--- src/shared/mps_pkg.sv ---
package mps_pkg;
    localparam int MPS_SLICE_W = 4;
    localparam int MPS_STACK_DEPTH = 4;
    localparam int MPS_DEPTH_W = 3;
    localparam logic [MPS_SLICE_W-1:0] MPS_ADDR_RST = 4'h0;
    localparam logic [MPS_SLICE_W-1:0] MPS_COUNT_RST = 4'h0;
    localparam logic [MPS_SLICE_W-1:0] MPS_VECTOR_RST = 4'h0;
    localparam logic [MPS_SLICE_W-1:0] MPS_STATUS_RST = 4'h0;
    localparam logic [MPS_DEPTH_W-1:0] MPS_DEPTH_FULL = 3'h4;
    localparam int MPS_BRM_KEEP_LSB = 2;

    typedef enum logic [3:0] {
        OP_INCREMENT,
        OP_JUMP_NEXT,
        OP_JUMP_IBUS,
        OP_JUMP_IBUS_LOAD_VEC,
        OP_JUMP_PRIMARY,
        OP_JUMP_OBUS,
        OP_JUMP_NEXT_LOAD_VEC,
        OP_JUMP_NEXT_SAVE_ADDR,
        OP_CALL,
        OP_RETURN,
        OP_REPEAT_SUB_LOAD,
        OP_REPEAT_CURRENT,
        OP_COND_BRANCH,
        OP_COND_CALL,
        OP_COND_RETURN,
        OP_MULTIWAY
    } mps_op_t;

    typedef enum logic [1:0] {
        OSEL_NONE,
        OSEL_NEXT_FIELD,
        OSEL_STACK_TOP,
        OSEL_STATUS
    } mps_osel_t;

    typedef struct packed {
        logic [MPS_SLICE_W-1:0] load_mask;
        logic [MPS_SLICE_W-1:0] set_mask;
        logic [MPS_SLICE_W-1:0] clear_mask;
    } mps_status_ctl_t;

    typedef struct packed {
        logic use_status;
        logic [1:0] bit_sel;
    } mps_cond_sel_t;
endpackage

--- src/rtl/mps_sequencer.sv ---
`timescale 1ns/1ps
// Overview of operation
// - Four address bits per slice, cascadable
// - Five address buses reach memory and parts
// - Address register drives microprogram memory
// - Repeat counter, also holds return address
// - Vector register holds start address jump target
// - Status bits loaded from tests, testable
// - Microprogram sets or clears status bits
// - Status register doubles as page address
// - Four-word automatic subroutine stack
// - Stack reachable through I and O buses
// - Two branch inputs, true and inverted
// - Sixteen instructions pick next address source
// - Repeat load count, then repeat current word
// - Conditional branch, else increment
// - Conditional return, else jump to field
// - Primary jump takes vector register
// - Next field routed out on O bus
module mps_sequencer
    import mps_pkg::*;
#(
    parameter int W = MPS_SLICE_W
)(
    // Clock and control
    input wire logic CLOCK,
    input wire logic RST_N,
    input wire logic CE,
    // Microprogram instruction fields
    input wire mps_pkg::mps_op_t INSTR,
    input wire logic [W-1:0] NEXT_ADDRESS_FIELD,
    input wire mps_pkg::mps_cond_sel_t COND_SEL,
    input wire mps_pkg::mps_osel_t O_SEL,
    // Branch inputs
    input wire logic BRANCH_COND,
    input wire logic BRANCH_COND_INVERTED_N,
    // Slice cascade
    input wire logic CARRY_IN,
    output logic CARRY_OUT,
    // Microprogram memory address and page
    output logic [W-1:0] MICRO_ADDR,
    output logic [W-1:0] PAGE_ADDR,
    // I bus and O bus
    input wire logic [W-1:0] I_BUS,
    input wire logic [W-1:0] O_BUS_IN,
    output logic [W-1:0] O_BUS_OUT,
    output logic O_BUS_OE,
    // Status test points
    input wire logic [W-1:0] STATUS_TEST_IN,
    input wire mps_pkg::mps_status_ctl_t STATUS_CTL,
    output logic [W-1:0] STATUS_OUT,
    // Stack extension
    input wire logic STACK_EXT_PUSH,
    output logic STACK_FULL,
    output logic [W-1:0] STACK_TOP
);
    import mps_pkg::*;

    logic [W-1:0] micro_address_reg, micro_address_next;
    logic [W-1:0] repeat_count_reg, repeat_count_next;
    logic [W-1:0] instruction_vector_reg, instruction_vector_next;
    logic [W-1:0] status_page_reg, status_page_next;
    logic [W-1:0] stack_reg [MPS_STACK_DEPTH];
    logic [MPS_DEPTH_W-1:0] depth_reg, depth_next;
    logic [W-1:0] o_bus_reg;
    logic o_oe_reg;

    // Lowest slice ties CARRY_IN high so the chain increments by one
    wire [W-1:0] addr_inc = micro_address_reg + {{(W-1){1'b0}}, CARRY_IN};
    wire carry_out_w = CARRY_IN & (&micro_address_reg);
    wire branch_in = BRANCH_COND | ~BRANCH_COND_INVERTED_N;
    wire status_bit = status_page_reg[COND_SEL.bit_sel];
    wire cond = COND_SEL.use_status ? status_bit : branch_in;
    wire repeat_busy = (repeat_count_reg != '0);
    wire [W-1:0] stack_top_w = stack_reg[0];

    function automatic logic [W-1:0] dec_one(input logic [W-1:0] v);
        dec_one = v - {{(W-1){1'b0}}, 1'b1};
    endfunction

    logic do_push, do_pop;
    logic [W-1:0] push_val;

    always_comb
    begin
        micro_address_next = addr_inc;
        repeat_count_next = repeat_count_reg;
        instruction_vector_next = instruction_vector_reg;
        do_push = 1'b0;
        do_pop = 1'b0;
        push_val = addr_inc;
        unique case (INSTR)
            OP_INCREMENT: micro_address_next = addr_inc;
            OP_JUMP_NEXT: micro_address_next = NEXT_ADDRESS_FIELD;
            OP_JUMP_IBUS: micro_address_next = I_BUS;
            OP_JUMP_IBUS_LOAD_VEC:
            begin
                micro_address_next = I_BUS;
                instruction_vector_next = I_BUS;
            end
            OP_JUMP_PRIMARY: micro_address_next = instruction_vector_reg;
            OP_JUMP_OBUS: micro_address_next = O_BUS_IN;
            OP_JUMP_NEXT_LOAD_VEC:
            begin
                micro_address_next = NEXT_ADDRESS_FIELD;
                instruction_vector_next = NEXT_ADDRESS_FIELD;
            end
            OP_JUMP_NEXT_SAVE_ADDR:
            begin
                micro_address_next = NEXT_ADDRESS_FIELD;
                repeat_count_next = addr_inc;
            end
            OP_CALL:
            begin
                micro_address_next = NEXT_ADDRESS_FIELD;
                do_push = 1'b1;
            end
            OP_RETURN:
            begin
                micro_address_next = stack_top_w;
                do_pop = 1'b1;
            end
            OP_REPEAT_SUB_LOAD: repeat_count_next = NEXT_ADDRESS_FIELD;
            OP_REPEAT_CURRENT:
            begin
                // Re-executes while the count is nonzero, then falls through
                if (repeat_busy)
                begin
                    micro_address_next = micro_address_reg;
                    repeat_count_next = dec_one(repeat_count_reg);
                end
            end
            OP_COND_BRANCH:
                micro_address_next = cond ? NEXT_ADDRESS_FIELD : addr_inc;
            OP_COND_CALL:
            begin
                micro_address_next = cond ? NEXT_ADDRESS_FIELD : addr_inc;
                do_push = cond;
            end
            OP_COND_RETURN:
            begin
                micro_address_next = cond ? stack_top_w : NEXT_ADDRESS_FIELD;
                do_pop = cond;
            end
            OP_MULTIWAY:
                micro_address_next = {NEXT_ADDRESS_FIELD[W-1:MPS_BRM_KEEP_LSB],
                                      status_bit, branch_in};
        endcase
        // External push only when the instruction leaves the stack alone
        if (!do_push && !do_pop && STACK_EXT_PUSH)
        begin
            do_push = 1'b1;
            push_val = I_BUS;
        end
    end

    always_comb
    begin
        depth_next = depth_reg;
        if (do_push && depth_reg != MPS_DEPTH_FULL)
            depth_next = depth_reg + 3'h1;
        else if (do_pop && depth_reg != '0)
            depth_next = depth_reg - 3'h1;
    end

    // Set beats clear beats load, so a microprogram flag is never lost
    always_comb
    begin
        status_page_next = (status_page_reg & ~STATUS_CTL.load_mask)
                         | (STATUS_TEST_IN & STATUS_CTL.load_mask);
        status_page_next = (status_page_next & ~STATUS_CTL.clear_mask)
                         | STATUS_CTL.set_mask;
    end

    always_ff @(posedge CLOCK)
    begin
        if (!RST_N)
        begin
            micro_address_reg <= MPS_ADDR_RST;
            repeat_count_reg <= MPS_COUNT_RST;
            instruction_vector_reg <= MPS_VECTOR_RST;
            status_page_reg <= MPS_STATUS_RST;
            depth_reg <= '0;
        end
        else if (CE)
        begin
            micro_address_reg <= micro_address_next;
            repeat_count_reg <= repeat_count_next;
            instruction_vector_reg <= instruction_vector_next;
            status_page_reg <= status_page_next;
            depth_reg <= depth_next;
        end
    end

    // Shift stack: the push moves every word down and the bottom word drops out
    always_ff @(posedge CLOCK)
    begin
        if (!RST_N)
        begin
            for (int k = 0; k < MPS_STACK_DEPTH; k++)
                stack_reg[k] <= '0;
        end
        else if (CE && do_push)
        begin
            stack_reg[0] <= push_val;
            for (int k = 1; k < MPS_STACK_DEPTH; k++)
                stack_reg[k] <= stack_reg[k-1];
        end
        else if (CE && do_pop)
        begin
            for (int k = 0; k < MPS_STACK_DEPTH - 1; k++)
                stack_reg[k] <= stack_reg[k+1];
            stack_reg[MPS_STACK_DEPTH-1] <= '0;
        end
    end

    wire [W-1:0] o_bus_sel = (O_SEL == OSEL_NEXT_FIELD) ? NEXT_ADDRESS_FIELD
                           : (O_SEL == OSEL_STACK_TOP) ? stack_top_w
                           : (O_SEL == OSEL_STATUS) ? status_page_reg
                           : '0;

    always_ff @(posedge CLOCK)
    begin
        if (!RST_N)
        begin
            o_bus_reg <= '0;
            o_oe_reg <= 1'b0;
        end
        else if (CE)
        begin
            o_bus_reg <= o_bus_sel;
            o_oe_reg <= (O_SEL != OSEL_NONE);
        end
    end

    assign MICRO_ADDR = micro_address_reg;
    assign PAGE_ADDR = status_page_reg;
    assign STATUS_OUT = status_page_reg;
    assign CARRY_OUT = carry_out_w;
    assign O_BUS_OUT = o_bus_reg;
    assign O_BUS_OE = o_oe_reg;
    assign STACK_FULL = (depth_reg == MPS_DEPTH_FULL);
    assign STACK_TOP = stack_top_w;
endmodule

--- config.mk ---
export PLATFORM = sky130hd
export DESIGN_NAME = mps_sequencer
export DESIGN_NICKNAME = d
export VERILOG_FILES = /design/src/shared/mps_pkg.sv /design/src/rtl/mps_sequencer.sv
export SDC_FILE = /design/constraint.sdc
export NUM_CORES = 1
export LEC_CHECK = 0
export BUFFER_PORTS_ARGS = -buffer_cell sky130_fd_sc_hd__buf_2
export CAP_MARGIN = 20
export CORE_AREA = 2 2 95 74
export CTS_CLUSTER_SIZE = 20
export DETAILED_ROUTE_END_ITERATION = 8
export DIE_AREA = 0 0 97 76
export MAX_ROUTING_LAYER = met4
export PLACE_DENSITY = 0.74
export SKIP_CTS_REPAIR_TIMING = 1
export SYNTH_ARGS = -nofsm -noshare
export SYNTH_HDL_FRONTEND = slang
export SYNTH_SLANG_ARGS = --single-unit
export TNS_END_PERCENT = 50
--- constraint.sdc ---
create_clock -name CLOCK -period 6.7 [get_ports CLOCK]
set_clock_uncertainty 0.2 [all_clocks]
set_input_delay 1.005 -clock CLOCK [delete_from_list [all_inputs] [get_ports CLOCK]]
set_output_delay 1.005 -clock CLOCK [all_outputs]
set_load 0.01 [all_outputs]
* Word level (Yosys, flattened, before mapping)
Memory sizes are Yosys's and may differ from the RTL's. Cells that the tools add are included. W data, S select, Z words.
Word-level totals: register bits after elaboration 24, bits in writable memories 16, input port bits 44, output and inout port bits 23, word-level logic and storage cells 110, memories 1
Cells by class: add/subtract/negate cells 4, order comparisons 1, eq/ne operators 22, multiplexer cells 35, bitwise logic cells 18, reductions and logical operators 22
Memory list:
- stack_reg | depth 4, width 4, rd ports 4, clocked after Yosys merged registers in 0, wr ports 4, RTL line mps_sequencer.sv:63 | logic [W-1:0] stack_reg [MPS_STACK_DEPTH];
Operators by type and width (number):
- $mux W4 | 16
- $pmux W4 S9 | 1
- $eq A4 B4 Y1 const B | 8
- $eq A4 B3 Y1 const B | 4
- $and A4 B4 Y4 | 3
- $pmux W4 S3 | 1
- $mux W1 | 11
- $or A1 B1 Y1 | 9
- $eq A4 B2 Y1 const B | 2
- $not A4 Y4 | 2
- $or A4 B4 Y4 | 2
- $pmux W4 S2 | 1
- $logic_and A1 B1 Y1 | 6
- $mux W3 | 2
- $reduce_and A2 Y1 | 3
- $reduce_bool A2 Y1 | 3
- $reduce_bool A3 Y1 | 2
- $add A4 B1 Y4 | 1
- $eq A2 B2 Y1 const B | 2
- $eq A4 B1 Y1 const B | 1
- $ne A2 B2 Y1 const B | 2
- $pmux W1 S2 | 2
- $reduce_and A4 Y1 | 1
- $reduce_bool A4 Y1 | 1
- other kinds (14) | 16

* Logic depth before layout (Yosys ltp)
depth after elaboration 14, mapped depth 9, gate-level depth less buffers 8

* Least setup slack after synthesis
OpenSTA, ideal clock, no wires.
path kind input-to-reg, start point in INSTR[2], end point reg depth_reg[1], library setup time 0.120 ns, arrival 2.883 ns, required time 6.380 ns, slack 3.497 ns, stages 9, path buffers 1, cell sequence clkbuf_2 nand2_1 a311o_1 o211a_4 o21ai_0 fa_1 nand4_1 a21oi_1 o31a_1
On the way: elaborated cells between the ends (all ways) 16, classes of those cells 4 x eq/ne; 4 x mux; 8 x reduce/logical
RTL lines:
- from (decl) | RTL line mps_sequencer.sv:30 | input wire mps_pkg::mps_op_t INSTR,
- $eq A4 B4 Y1 | RTL line mps_sequencer.sv:92 | unique case (INSTR)
- $pmux W1 S2 | RTL line mps_sequencer.sv:92
- $logic_not A1 Y1 | RTL line mps_sequencer.sv:150 | if (!do_push && !do_pop && STACK_EXT_PUSH)
- $logic_and A1 B1 Y1 (2 in a row) | RTL line mps_sequencer.sv:150
- $mux W1 (*) | RTL line mps_sequencer.sv:150
- $logic_and A1 B1 Y1 (*) | RTL line mps_sequencer.sv:160 | if (do_push && depth_reg != MPS_DEPTH_FULL)
- $mux W3 (*) | RTL line mps_sequencer.sv:160
- net depth_next[1] | RTL line mps_sequencer.sv:64 | logic [MPS_DEPTH_W-1:0] depth_reg, depth_next;
- to (signal assigned) | RTL line mps_sequencer.sv:191 | depth_reg <= depth_next;
- to (decl) | RTL line mps_sequencer.sv:64
The timed path passes the listed nets; every way through them passes the cells marked *. A chain may end at the register's enable or synchronous reset.

==> qor.yml <==
numCtsBuffers: 5
crit_buf_inv: 1
cpLargestDelayFamily: "simple AND/OR/NAND/NOR gates"
reg2reg_from: "PAGE_ADDR[2]"
gp_congestion: 0.8891
synth_cell_types: 54
vias_per_cell: 5.790
wirelength_met1_um: 3587
final_nets: 412
die_w_um: 97
post-route-util: 0.4770
async_reset_ff_frac: 0
hold_viol: 0
status: "completed"
required_ns: 6.67
dr.pass1.iters: 5
route.vias.total: 2594
slew_headroom: 0.4911
drc_errors: 0
fin_crit_ns: 3.315
path_cells: "buf_2, nand2b_1, a311o_1, o21ai_2, nand2_2, nor2_1, a22o_1"
regArea_um2: 920.9
yosysWarnings: 0
fillers: 633
grtUsageTotal: 0.2045
end_kind: "flip-flop"
power.density_nw_per_um2: 202.0
cts_root_buffer: "clkbuf_8"
antenna-diode-count: 0
clock_latency_ns: 0.30
ios: 67
mostFrequentLayoutCell: "buf_2"
initial_core_util: 0.4089
cellInternalPower_mw: 0.4360
largest_reg_flops: 16
worst_pin_slew_ns: 0.7575
wl_met2_um: 3051
fmax_mhz: 301.7
cp_max_fo: 21
dp_hpwl_um: 5567
crit_path_top_delay_cell: "nor2_1"
hold_path.startpoint: "O_BUS_OUT[1]"
holdCritPathClass: "flip-flop to flip-flop"
syn_area_um2: 2674
arrival_ns: 3.29
io_buffers: 66
wl_per_cell_um: 16.41
top_layer: "met4"
ir_worst_vdd_mv: 0.1069
cts_tree: "yes"
die_area_um2: 7372
worst-setup-path-type: "input port to flip-flop"
synthTopCellsByArea: "dfxtp_1 (21%), edfxtp_1 (13%), mux2i_1 (6.0%)"
drtIter0Drc: 159
clockBufferDepth: 2
max_stage_delay_ns: 0.63
pwr-share-seq: 0.449
holdWs_ns: 0.2914
yosysTopAreaCell: "dfxtp_1"
syn_nets: 358
areaGrowthSynthToFinish_pct: 16.66
p_sw_mw: 0.1942
drtAntennaViolNets: 0
setup_slack_ns: 3.385
netlist_instances: 309
synth_edf_count: 12
slew_violations: 0
antenna_found_initial: 0
synth_ff_type: "dfxtp_1"
synth_seq_cells: 40
grt_setup_unrepaired: "false"
drv_cap: 0
cts.clk_slew.worst_paths_ns: 0.08
tns_ns: 0
p_leak_nw: 1.274
switching_share: 0.3082
die_y_um: 76
final-setup-viol-count: 0
wl_met3_um: 619
routed_wl_um: 7352
crit_path_start: "INSTR[0]"
multi_input_area_um2: 1610
coreArea_um2: 6539
grt_pass1_wl_um: 11910
dp_slack_ns: 3.082
min_period_over_period: 0.4947
grt-ovfl-total: 0
grt_max_degree: 29
startpoint_type: "input port"
p_comb_frac: 0.220
cts_sinks: 40
htree_levels: 2
synth_top_cell_area_share: 0.2096
grt_pass1_vias: 2356
layout_common_cells: "buf_2 (66), nor2_1 (33), nand2_1 (29)"
rows: 26
syn_avg_cell_area_um2: 8.653
ys_seq_area_frac: 0.3444
clock_power_share: 0.331
drive_gt1_frac: 0.2582
kinds of logic after synthesis:
logic type      share of synthesized area
xor+xnor                         0.009829
compound gates                     0.2850
mux                               0.09780
fa+ha+maj                         0.02621
flops                              0.3444
buf+inv                           0.05334
simple gates                       0.1834
metrics by stage:
step	total power [mW]	area, µm²	std cells
3_5_place_dp	0.4252	3004	440
2_1_floorplan	0.3770	2674	309
3_3_place_gp	0.4232	3004	440
5_1_grt	0.6624	3119	448
4_1_cts	0.6322	3119	448
6_report	0.6302	3119	448
power by group through the flow:
stage               Clock (mW)  Combinational, mW  Sequential (mW)
global route             0.225              0.152            0.285
global placement             0              0.135            0.288
floorplan                    0             0.0909            0.286
CTS                      0.212              0.138            0.283
detailed placement           0              0.137            0.288
finish                   0.208              0.139            0.283
tightest hold or removal path: stages (launching register included):
cell and delay (ns):
dfxtp_1 0.32, nor2_1 0.08, a211oi_1 0.05
cell usage after synthesis (3+ instances only):
| cell type | instances |
|---|---|
| buf_4 | 6 |
| nor2b_1 | 3 |
| nor2_1 | 33 |
| edfxtp_1 | 12 |
| mux2i_1 | 16 |
| o221ai_1 | 3 |
| a22oi_1 | 4 |
| mux2_2 | 9 |
| inv_1 | 8 |
| ha_1 | 4 |
| o21ai_0 | 18 |
| o31a_1 | 3 |
| a221oi_1 | 3 |
| a211oi_1 | 15 |
| nand2_1 | 29 |
| nand2b_1 | 9 |
| clkbuf_1 | 9 |
| nor3_1 | 10 |
| nand3_1 | 11 |
| a21oi_1 | 18 |
| a22o_1 | 12 |
| a31oi_1 | 3 |
| xnor2_1 | 3 |
| dfxtp_1 | 28 |
worst paths after layout:
kind	to	slack [ns]	cells past startpoint
worst max-delay path	stack_reg[2][3]	3.39	7
worst min-delay path	O_BUS_OUT[1]	0.29	2
worst max register to register	stack_reg[2][3]	3.89	6
worst min register to register	O_BUS_OUT[1]	0.29	2
layer usage:
metal  global-route usage  vias up
met3              0.04220       12
met5                    -        -
met1               0.2982     1186
met4              0.04366        0
li1                     -     1267
met2               0.2938      129
area by class of cell:
| class | count | area share |
|---|---|---|
| multi-input combinational | 240 | 0.5162 |
| sequential | 40 | 0.2952 |
| timing repair buffer | 66 | 0.1059 |
| tap | 84 | 0.03369 |
| clock buffer | 5 | 0.02206 |
| clock inverter | 3 | 0.01484 |
| inverter | 10 | 0.01203 |
Power figures use the tool's default switching activity.
